<file path="config.mk">
export PLATFORM = sky130hd
export DESIGN_NAME = mbiu_top
export DESIGN_NICKNAME = d
export VERILOG_FILES = /design/src/rtl/mbiu_pkg.sv /design/src/rtl/mbiu_top.sv
export VERILOG_INCLUDE_DIRS = /design/src /design/src/rtl
export SDC_FILE = /design/constraint.sdc
export NUM_CORES = 1
export LEC_CHECK = 0
export ABC_AREA = 1
export BUFFER_PORTS_ARGS = -buffer_cell sky130_fd_sc_hd__buf_2
export CAP_MARGIN = 20
export CORE_ASPECT_RATIO = 0.8
export CORE_MARGIN = 5
export CORE_UTILIZATION = 35
export CTS_BUF_LIST = sky130_fd_sc_hd__clkbuf_8 sky130_fd_sc_hd__clkbuf_16
export DETAILED_ROUTE_END_ITERATION = 10
export PLACE_DENSITY_LB_ADDON = 0.2
export SLEW_MARGIN = 20
export SYNTH_ARGS = -nofsm -noshare
export SYNTH_HDL_FRONTEND = slang
export SYNTH_SLANG_ARGS = --single-unit
</file>
<file path="constraint.sdc">
create_clock -name ref_clk_i -period 2.46 [get_ports ref_clk_i]
set_input_delay 0.615 -clock ref_clk_i [delete_from_list [all_inputs] [get_ports ref_clk_i]]
set_output_delay 0.615 -clock ref_clk_i [all_outputs]
set_load 0.1 [all_outputs]
</file>
<file path="src/rtl/mbiu_consts.svh">
// Constants for the multiplexed bus interface unit
`ifndef MBIU_CONSTS_SVH
`define MBIU_CONSTS_SVH
// Reset configuration bit positions on the low-order address pins
`define MBIU_CFG_BOOT16_BIT 3
`define MBIU_CFG_BOOT8_BIT 2
`define MBIU_CFG_RSVD_HI_BIT 1
`define MBIU_CFG_EXT_HOLD_BIT 0
`define MBIU_CFG_RST_VAL 4'h0
// Bus field positions and sizes
`define MBIU_HI_ADDR_LSB 4
`define MBIU_STROBE_W 4
`define MBIU_STROBES_OFF 4'hF
`define MBIU_QUAD_BYTES 5'h10
`define MBIU_CLK_PERIOD_NS 40
`endif

</file>
<file path="src/rtl/mbiu_pkg.sv">
// Types for the multiplexed bus interface unit
package mbiu_pkg;
   typedef enum logic [1:0] {
      MBIU_PW_32 = 2'h0,
      MBIU_PW_16 = 2'h1,
      MBIU_PW_8 = 2'h2
   } mbiu_port_w_e;
   typedef enum logic [1:0] {
      MBIU_SZ_BYTE = 2'h0,
      MBIU_SZ_HALF = 2'h1,
      MBIU_SZ_WORD = 2'h2
   } mbiu_size_e;
   typedef enum logic [3:0] {
      MBIU_ST_IDLE = 4'h1,
      MBIU_ST_ADDR = 4'h2,
      MBIU_ST_HOLD = 4'h4,
      MBIU_ST_DATA = 4'h8
   } mbiu_state_e;
endpackage

</file>
<file path="src/rtl/mbiu_top.sv">
// Multiplexed address/data bus interface unit of the processor
//
// Overview of operation
// - Address phase drives transfer address bits 31:4 onto the bus.
// - Address phase puts four lane strobes on bus bits 3:0, high one lane 3.
// - Lane strobes only meaningful for 32-bit ports; otherwise held inactive.
// - With the inhibit control set, strobes stay inactive on reads.
// - Data phase uses the whole bus on 32-bit ports; narrow ports use low, or big-endian high, lanes.
// - Writes drive store data from the write buffer entry.
// - Reads return one datum or four words into the read buffer.
// - Active lanes follow datum size, port width and byte order.
// - Low address is 4 bits; valid bits depend on port width.
// - Low address always shows the datum currently transferred.
// - Writes and single reads start at target, step when datum exceeds port.
// - Quad reads count low address from zero by port width.
// - Low address pins sampled during reset as four configuration options.
// - Diagnostic pin is time multiplexed for miss and instruction/data.
// - Data phase diagnostic high for instruction, low for data.
// - Address phase diagnostic high when read caused by cache miss.
`timescale 1ns/10ps
`default_nettype none
`include "mbiu_consts.svh"

module mbiu_top #(
   parameter int DATA_W = 32,
   parameter int LO_ADDR_W = 4
) (
   input wire logic ref_clk_i,
   input wire logic srst_i,
   // Request from the core side
   input wire logic req_valid_i,
   output logic req_ready_o,
   input wire logic req_write_i,
   input wire logic req_quad_i,
   input wire logic [1:0] req_size_i,
   input wire logic [31:0] req_addr_i,
   input wire logic [DATA_W-1:0] req_wdata_i,
   input wire logic req_instr_i,
   input wire logic req_miss_i,
   // Configuration from the system control coprocessor
   input wire logic [1:0] port_width_i,
   input wire logic big_endian_i,
   input wire logic read_strobe_inhibit_i,
   // Read buffer side
   output logic [DATA_W-1:0] rd_data_o,
   output logic rd_data_valid_o,
   output logic xfer_done_o,
   // Multiplexed bus pins
   input wire logic [DATA_W-1:0] ad_i,
   output logic [DATA_W-1:0] ad_o,
   output logic ad_oe_o,
   input wire logic [LO_ADDR_W-1:0] low_addr_i,
   output logic [LO_ADDR_W-1:0] low_addr_o,
   output logic low_addr_oe_o,
   output logic ale_o,
   output logic rd_n_o,
   output logic wr_n_o,
   input wire logic ack_i,
   output logic diag_o,
   // Reset configuration options
   output logic boot_rom_16bit_option_o,
   output logic boot_rom_8bit_option_o,
   output logic reserved_high_option_o,
   output logic extended_address_hold_option_o
);

   initial
   begin
      if (DATA_W != 32 || LO_ADDR_W != 4)
      begin
         $error("mbiu_top serves only a 32-bit bus with 4 low address bits");
      end
   end

   ////////////////////////////////////////////////////////////////////////
   // Functions

   // Bytes per beat for the port width
   function automatic logic [4:0] step_of(input logic [1:0] pw);
      logic [4:0] s;
      s = 5'h01;
      if (pw == mbiu_pkg::MBIU_PW_32)
      begin
         s = 5'h04;
      end
      else if (pw == mbiu_pkg::MBIU_PW_16)
      begin
         s = 5'h02;
      end
      return s;
   endfunction

   // Bytes in the datum
   function automatic logic [4:0] size_bytes(input logic [1:0] sz);
      logic [4:0] b;
      b = 5'h04;
      if (sz == mbiu_pkg::MBIU_SZ_BYTE)
      begin
         b = 5'h01;
      end
      else if (sz == mbiu_pkg::MBIU_SZ_HALF)
      begin
         b = 5'h02;
      end
      return b;
   endfunction

   // Bus lane holding byte offset o of a word
   function automatic logic [1:0] lane_of(input logic [1:0] o,
                                          input logic big);
      return big ? 2'(2'h3 - o) : o;
   endfunction

   // Bus image of the current beat of a write
   function automatic logic [31:0] unpack(input logic [31:0] w,
                                          input logic [1:0] o,
                                          input logic [1:0] pw,
                                          input logic big);
      logic [31:0] r;
      logic [1:0] ln;
      r = w;
      ln = lane_of(o, big);
      if (pw == mbiu_pkg::MBIU_PW_16)
      begin
         r = 32'h0000_0000;
         if (big)
         begin
            r[31:16] = ln[1] ? w[31:16] : w[15:0];
         end
         else
         begin
            r[15:0] = ln[1] ? w[31:16] : w[15:0];
         end
      end
      else if (pw != mbiu_pkg::MBIU_PW_32)
      begin
         r = 32'h0000_0000;
         if (big)
         begin
            r[31:24] = w[8*ln +: 8];
         end
         else
         begin
            r[7:0] = w[8*ln +: 8];
         end
      end
      return r;
   endfunction

   // Merge one read beat into the word being packed
   function automatic logic [31:0] pack(input logic [31:0] acc,
                                        input logic [31:0] d,
                                        input logic [1:0] o,
                                        input logic [1:0] pw,
                                        input logic big);
      logic [31:0] r;
      logic [1:0] ln;
      r = d;
      ln = lane_of(o, big);
      if (pw == mbiu_pkg::MBIU_PW_16)
      begin
         r = acc;
         if (ln[1])
         begin
            r[31:16] = big ? d[31:16] : d[15:0];
         end
         else
         begin
            r[15:0] = big ? d[31:16] : d[15:0];
         end
      end
      else if (pw != mbiu_pkg::MBIU_PW_32)
      begin
         r = acc;
         r[8*ln +: 8] = big ? d[31:24] : d[7:0];
      end
      return r;
   endfunction

   ////////////////////////////////////////////////////////////////////////
   // Transaction state

   mbiu_pkg::mbiu_state_e state_ff;
   mbiu_pkg::mbiu_state_e nxt_state;
   logic write_ff;
   logic quad_ff;
   logic instr_ff;
   logic miss_ff;
   logic [1:0] pw_ff;
   logic big_ff;
   logic [31:0] addr_ff;
   logic [31:0] wdata_ff;
   logic [3:0] strobes_n_ff;
   logic [3:0] lo_ff;
   logic [4:0] rem_ff;
   logic [31:0] rbuf_ff;
   logic [3:0] cfg_ff;
   logic [4:0] step;
   logic last_beat;
   logic word_end;
   logic take;
   logic beat;
   logic [3:0] lane_mask;
   logic [3:0] nxt_strobes_n;

   assign take = req_valid_i && req_ready_o;
   assign beat = (state_ff == mbiu_pkg::MBIU_ST_DATA) && ack_i;
   assign step = step_of(pw_ff);
   assign last_beat = rem_ff <= step;
   assign word_end = last_beat || (5'(lo_ff) + step) % 5'h04 == 5'h00;
   assign req_ready_o = (state_ff == mbiu_pkg::MBIU_ST_IDLE) && !srst_i;

   // Byte lanes chosen by size, offset and byte order
   always_comb
   begin
      lane_mask = 4'h0;
      for (int i = 0; i < 4; i++)
      begin
         if (i >= req_addr_i[1:0] &&
             i < 5'(req_addr_i[1:0]) + size_bytes(req_size_i))
         begin
            lane_mask[lane_of(2'(i), big_endian_i)] = 1'b1;
         end
      end
      if (req_quad_i)
      begin
         lane_mask = 4'hF;
      end
      nxt_strobes_n = ~lane_mask;
      if (port_width_i != mbiu_pkg::MBIU_PW_32 ||
          (!req_write_i && read_strobe_inhibit_i))
      begin
         nxt_strobes_n = `MBIU_STROBES_OFF;
      end
   end

   always_comb
   begin
      nxt_state = state_ff;
      unique case (state_ff)
         mbiu_pkg::MBIU_ST_IDLE:
         begin
            if (take)
            begin
               nxt_state = mbiu_pkg::MBIU_ST_ADDR;
            end
         end
         mbiu_pkg::MBIU_ST_ADDR:
         begin
            nxt_state = cfg_ff[`MBIU_CFG_EXT_HOLD_BIT] ?
                        mbiu_pkg::MBIU_ST_HOLD : mbiu_pkg::MBIU_ST_DATA;
         end
         mbiu_pkg::MBIU_ST_HOLD:
         begin
            nxt_state = mbiu_pkg::MBIU_ST_DATA;
         end
         mbiu_pkg::MBIU_ST_DATA:
         begin
            if (beat && last_beat)
            begin
               nxt_state = mbiu_pkg::MBIU_ST_IDLE;
            end
         end
         default:
         begin
            nxt_state = mbiu_pkg::MBIU_ST_IDLE;
         end
      endcase
   end

   always_ff @(posedge ref_clk_i)
   begin
      if (srst_i)
      begin
         state_ff <= mbiu_pkg::MBIU_ST_IDLE;
      end
      else
      begin
         state_ff <= nxt_state;
      end
   end

   // Request capture
   always_ff @(posedge ref_clk_i)
   begin
      if (srst_i)
      begin
         write_ff <= 1'b0;
         quad_ff <= 1'b0;
         instr_ff <= 1'b0;
         miss_ff <= 1'b0;
         pw_ff <= mbiu_pkg::MBIU_PW_32;
         big_ff <= 1'b0;
         addr_ff <= 32'h0000_0000;
         wdata_ff <= 32'h0000_0000;
         strobes_n_ff <= `MBIU_STROBES_OFF;
      end
      else if (take)
      begin
         write_ff <= req_write_i;
         quad_ff <= req_quad_i && !req_write_i;
         instr_ff <= req_instr_i;
         miss_ff <= req_miss_i;
         pw_ff <= port_width_i;
         big_ff <= big_endian_i;
         addr_ff <= req_addr_i;
         wdata_ff <= req_wdata_i;
         strobes_n_ff <= nxt_strobes_n;
      end
   end

   // Low address counter and remaining byte count
   always_ff @(posedge ref_clk_i)
   begin
      if (srst_i)
      begin
         lo_ff <= 4'h0;
         rem_ff <= 5'h00;
      end
      else if (take)
      begin
         if (req_quad_i && !req_write_i)
         begin
            lo_ff <= 4'h0;
            rem_ff <= `MBIU_QUAD_BYTES;
         end
         else
         begin
            lo_ff <= req_addr_i[3:0];
            rem_ff <= size_bytes(req_size_i);
         end
      end
      else if (beat && !last_beat)
      begin
         lo_ff <= lo_ff + step[3:0];
         rem_ff <= rem_ff - step;
      end
   end

   // Read packing into the read buffer
   always_ff @(posedge ref_clk_i)
   begin
      if (srst_i)
      begin
         rbuf_ff <= 32'h0000_0000;
         rd_data_o <= 32'h0000_0000;
         rd_data_valid_o <= 1'b0;
      end
      else
      begin
         rd_data_valid_o <= 1'b0;
         if (beat && !write_ff)
         begin
            rbuf_ff <= pack(rbuf_ff, ad_i, lo_ff[1:0], pw_ff, big_ff);
            if (word_end)
            begin
               rd_data_o <= pack(rbuf_ff, ad_i, lo_ff[1:0], pw_ff, big_ff);
               rd_data_valid_o <= 1'b1;
            end
         end
      end
   end

   // Reset configuration sampled from the low address pins
   always_ff @(posedge ref_clk_i)
   begin
      if (srst_i)
      begin
         cfg_ff <= low_addr_i;
      end
   end

   ////////////////////////////////////////////////////////////////////////
   // Pin drive

   always_comb
   begin
      ad_o = 32'h0000_0000;
      ad_oe_o = 1'b0;
      ale_o = 1'b0;
      diag_o = 1'b0;
      rd_n_o = 1'b1;
      wr_n_o = 1'b1;
      unique case (state_ff)
         mbiu_pkg::MBIU_ST_IDLE:
         begin
            ad_oe_o = 1'b0;
         end
         mbiu_pkg::MBIU_ST_ADDR, mbiu_pkg::MBIU_ST_HOLD:
         begin
            ad_o = {addr_ff[31:`MBIU_HI_ADDR_LSB], strobes_n_ff};
            ad_oe_o = 1'b1;
            ale_o = state_ff == mbiu_pkg::MBIU_ST_ADDR;
            diag_o = miss_ff && !write_ff;
         end
         mbiu_pkg::MBIU_ST_DATA:
         begin
            ad_o = write_ff ? unpack(wdata_ff, lo_ff[1:0], pw_ff, big_ff)
                            : 32'h0000_0000;
            ad_oe_o = write_ff;
            diag_o = instr_ff && !write_ff;
            rd_n_o = write_ff;
            wr_n_o = !write_ff;
         end
         default:
         begin
            ad_oe_o = 1'b0;
         end
      endcase
   end

   assign low_addr_o = lo_ff;
   assign low_addr_oe_o = !srst_i;
   assign xfer_done_o = beat && last_beat;
   assign boot_rom_16bit_option_o = cfg_ff[`MBIU_CFG_BOOT16_BIT];
   assign boot_rom_8bit_option_o = cfg_ff[`MBIU_CFG_BOOT8_BIT];
   assign reserved_high_option_o = cfg_ff[`MBIU_CFG_RSVD_HI_BIT];
   assign extended_address_hold_option_o = cfg_ff[`MBIU_CFG_EXT_HOLD_BIT];

endmodule
`default_nettype wire

</file>
==> metrics.md <==
| Metric | Value |
|---|---|
| Required time at the worst-slack endpoint | 1850 ps |
| Layout cells sized above 1 | 29.0% |
| Tcrit/Tclk final | 110% |
| Sequential element share of the synthesized area | 34.9% |
| Crit path arrival time | 2100 ps |
| Die area | 0.0285 mm² |
| Final setup vio count | 33 |
| Distinct cell type count after synthesis | 42 |
| Origin of the critical flop-to-flop path | big_ff$_SDFFE_PP0P_ |
| Final-stage net count | 1761 |
| Slew at the pin with the worst max-slew slack | 515 ps |
| Class of the tightest hold or removal check | in -> reg |
| Final Hold Vio Count | 0 |
| Synthesized netlist net count | 1530 |
| TritonCTS clock tree | built |
| Vias after detailed routing | 10147 |
| Detailed-route vias per instance | 5.15 |
| Reg-to-reg slack, setup | 100 ps |
| Power Density | 628 mW/mm² |
| Final instance area | 0.0127 mm² |
| Number of inserted diodes | 0 |
| WS Path Type | reg -> out |
| Count of standard-cell rows | 52 |
| YS warnings | 0 |
| Clock skew after layout | 13.8 ps |
| Sum of overflow across all layers after global routing | 0 |
| Clock-pin slew on the worst setup and hold paths | 70 ps |
| Maximum number of pins on one net before global-route repair | 61 |
| EDFF count, synth | 4 |
| Max cap viols | 0 |
| Number of storage elements in the synthesis netlist | 152 |
| Crit-path leading delay family | simple AND/OR/NAND/NOR gates |
| Headroom to the max-slew limit | 65.3% |
| Initial antenna violation count | 1 |
| Antenna-violating nets left | 0 |
| Worst hold path startpoint | low_addr_i[0] |
| Slowest stage cell, crit path | sky130_fd_sc_hd__dfxtp_4 |
| Overall die height | 152 µm |
| Worst Slack Setup Final | -256 ps |
| Total cell area at the placement stage | 0.0113 mm² |
| Max Slew Vio Count | 0 |
| Overall Global Routing Usage | 23.8% |
| Area growth, synth to finish | 43.9% |
| Most used cell, CP | sky130_fd_sc_hd__nand2_1 |
| Worst Reg2Reg Path Length in Cells | 16 |
| Worst reg2reg endpoint | rd_data_o[28]$_SDFFE_PP0P_ |
| Setup repair after global routing missed its margin | yes |
| Leading cell types in the layout, fill and taps excluded | 372 x sky130_fd_sc_hd__nand2_1, 167 x sky130_fd_sc_hd__inv_1, 167 x sky130_fd_sc_hd__o21ai_0 |
| Clock buffer count from CTS | 17 |
| Wire length of the first global-routing pass | 54.7 mm |
| Largest stage delay on the critical path | 440 ps |
| Endpoint of the worst hold path | cfg_ff[0]$_DFFE_PP_ |
| Maximum level of the CTS H-tree | 4 |
| Clock root buffer master | sky130_fd_sc_hd__clkbuf_16 |
| Final critical delay including setup and external delays | 2720 ps |
| Top-level I/O count | 195 |
| Wirelength, routed | 35.3 mm |
| Cells after Synth | 1403 |
| Total of buffers placed on input and output ports | 194 |
| Total DRC errors in the routed layout | 0 |
| Startpoint type of the worst setup path | flop |
| Cell-by-cell trace of the critical path | inv_8 -> nand2_4 -> nand2_8 -> buf_8 -> nand2_1 -> nand2_1 -> o21ai_2 -> nand3_1 -> nand2_1 -> nand3_2 -> o21ai_4 -> buf_12 |
| Via count of the first global-routing pass | 9667 |
| Critical path fanouts, max | 6 |
| Maximum root-to-sink buffer count | 2 |
| Average cell area after synthesis | 6.29 µm² |
| RD Place Congestion | 0.937 |
| CP Buf/Inv Count | 3 |
| Leak pwr | 5.94 nW |
| Fraction of registers with async set/reset | 0% |
| Worst hold stages | 1 |
| Avg WL per Cell | 17.9 µm |
| Estimated wirelength of the detail-placed design | 26.0 mm |
| Most common cell after layout, fill and taps aside | sky130_fd_sc_hd__nand2_1 |
| Core Area | 0.0250 mm² |
| Clock sink count | 152 |
| Count of TritonRoute iterations in the first routing pass | 7 |
| Min Hold Slack | 362 ps |
| Worst setup EP type | primary output |
| Maximum vdd drop | 0.575 mV |
| Most common flop cell mapped by yosys | sky130_fd_sc_hd__dfxtp_1 |
| Total negative setup slack | -5290 ps |
| Run status | finished with violations |
| Maximum clock frequency | 368 MHz |
| Failing checks | negative setup slack |
| Clock Latency Late Sink | 440 ps |
| DRT iter0 DRCs | 798 |
| Starting Density | 35.2% |
| Die Width | 188 µm |
| Post-Synthesis Cell Area | 0.00883 mm² |
[layer usage]
metal / up-vias / wire length, µm / GRT usage (%)
met4: 2 / 621 / 5.56
met1: 4686 / 17600 / 37.2
met5: - / 7 / 0
met3: 48 / 2970 / 4.89
met2: 435 / 14100 / 33.4
li1: 4976 / - / -
[registers in the layout (all words and copies together) (netlist names)]
register	cells
strobes_n_ff	4
rbuf_ff	32
write_ff	1
addr_ff	28
cfg_ff	4
rd_data_o	32
miss_ff	1
big_ff	1
state_ff	4
rem_ff	5
rd_data_valid_o	1
low_addr_o	4
instr_ff	1
wdata_ff	32
pw_ff	2
[how the worst max path moves through the flow]
stage | slack (ps) | end | startpoint | cells past startpoint
2_1_floorplan | -220 | xfer_done_o | pw_ff[0]$_SDFFE_PP0P_ | 11
3_3_place_gp | -20 | ad_o[4] | big_ff$_SDFFE_PP0P_ | 11
3_5_place_dp | 10 | ad_o[4] | big_ff$_SDFFE_PP0P_ | 12
4_1_cts | -220 | ad_o[30] | big_ff$_SDFFE_PP0P_ | 10
5_1_grt | -330 | ad_o[23] | big_ff$_SDFFE_PP0P_ | 10
6_report | -260 | ad_o[30] | big_ff$_SDFFE_PP0P_ | 12
[cells by family (layout without fill, tap and decap cells)]
kind of cell | after synthesis | after routing | share of synthesized area, %
and+or+nand+nor | 608 | 609 | 28.1
AOI/OAI and AO/OA | 373 | 373 | 22.8
buffers and inverters | 255 | 498 | 11.9
DFF | 152 | 152 | 34.9
adders and majority gates | 13 | 13 | 2.10
xor gates and xnor gates | 2 | 2 | 0.198
[final cells by class]
cell class,count,area [µm²]
Clock buffer,17,425
Timing Repair Buffer,288,2420
Tap cell,324,405
Inverter,178,693
Fill cell,2542,12300
Sequential cell,152,3100
Clock inverter,15,189
Multi-Input combinational cell,997,5480
[through the flow]
step	util [%]	instances	worst slack (ps)	total power (W)
floorplan	-	1403	-219	0.00407
global placement	45.3	1918	-16.3	0.00481
detailed placement	45.3	1918	12.8	0.00482
CTS	49.5	1968	-225	0.00783
global route	50.7	1971	-331	0.00833
finish	50.7	1971	-256	0.00798
[worst register-to-register path, delay by kind of cell, from the launching register on]
family	cells	cell delay [ps]
buffers and inverters	5	640
AO/OA/AOI/OAI	1	320
flip-flops	1	400
adder cells (fa/ha/maj)	1	220
AND/OR/NAND/NOR	9	740
[synthesized netlist by cell type, types with 7 or more instances]
cell	number	share of area, %
sky130_fd_sc_hd__nand2_1	422	18
sky130_fd_sc_hd__nand3_1	65	3.7
sky130_fd_sc_hd__ha_1	10	1.4
sky130_fd_sc_hd__o211ai_1	14	1.2
sky130_fd_sc_hd__dfxtp_1	148	34
sky130_fd_sc_hd__o21ai_0	225	13
sky130_fd_sc_hd__o21bai_1	9	0.77
sky130_fd_sc_hd__o22ai_1	19	1.3
sky130_fd_sc_hd__a21oi_1	78	4.4
sky130_fd_sc_hd__clkbuf_1	35	1.5
sky130_fd_sc_hd__inv_1	171	7.3
sky130_fd_sc_hd__nand2_2	7	0.50
sky130_fd_sc_hd__nor2_1	95	4.0
sky130_fd_sc_hd__a22oi_1	9	0.77
sky130_fd_sc_hd__buf_4	8	0.68
sky130_fd_sc_hd__buf_2	28	1.6
[timing repair]
action	4_1_cts	5_1_grt
buffers inserted	16	1
cloned	2	2
pin swaps	42	40
setup endpoints to repair	36	60
resized for setup	117	70
hold buffers	0	0
[report_power, final]
| group | switching, W | total (W) | internal [W] |
|---|---|---|---|
| logic | 0.00163 | 0.00249 | 0.000860 |
| registers | 0.0000819 | 0.00269 | 0.00260 |
| clock network | 0.00112 | 0.00281 | 0.00169 |
No activity file was read; power rests on OpenSTA's default activity.
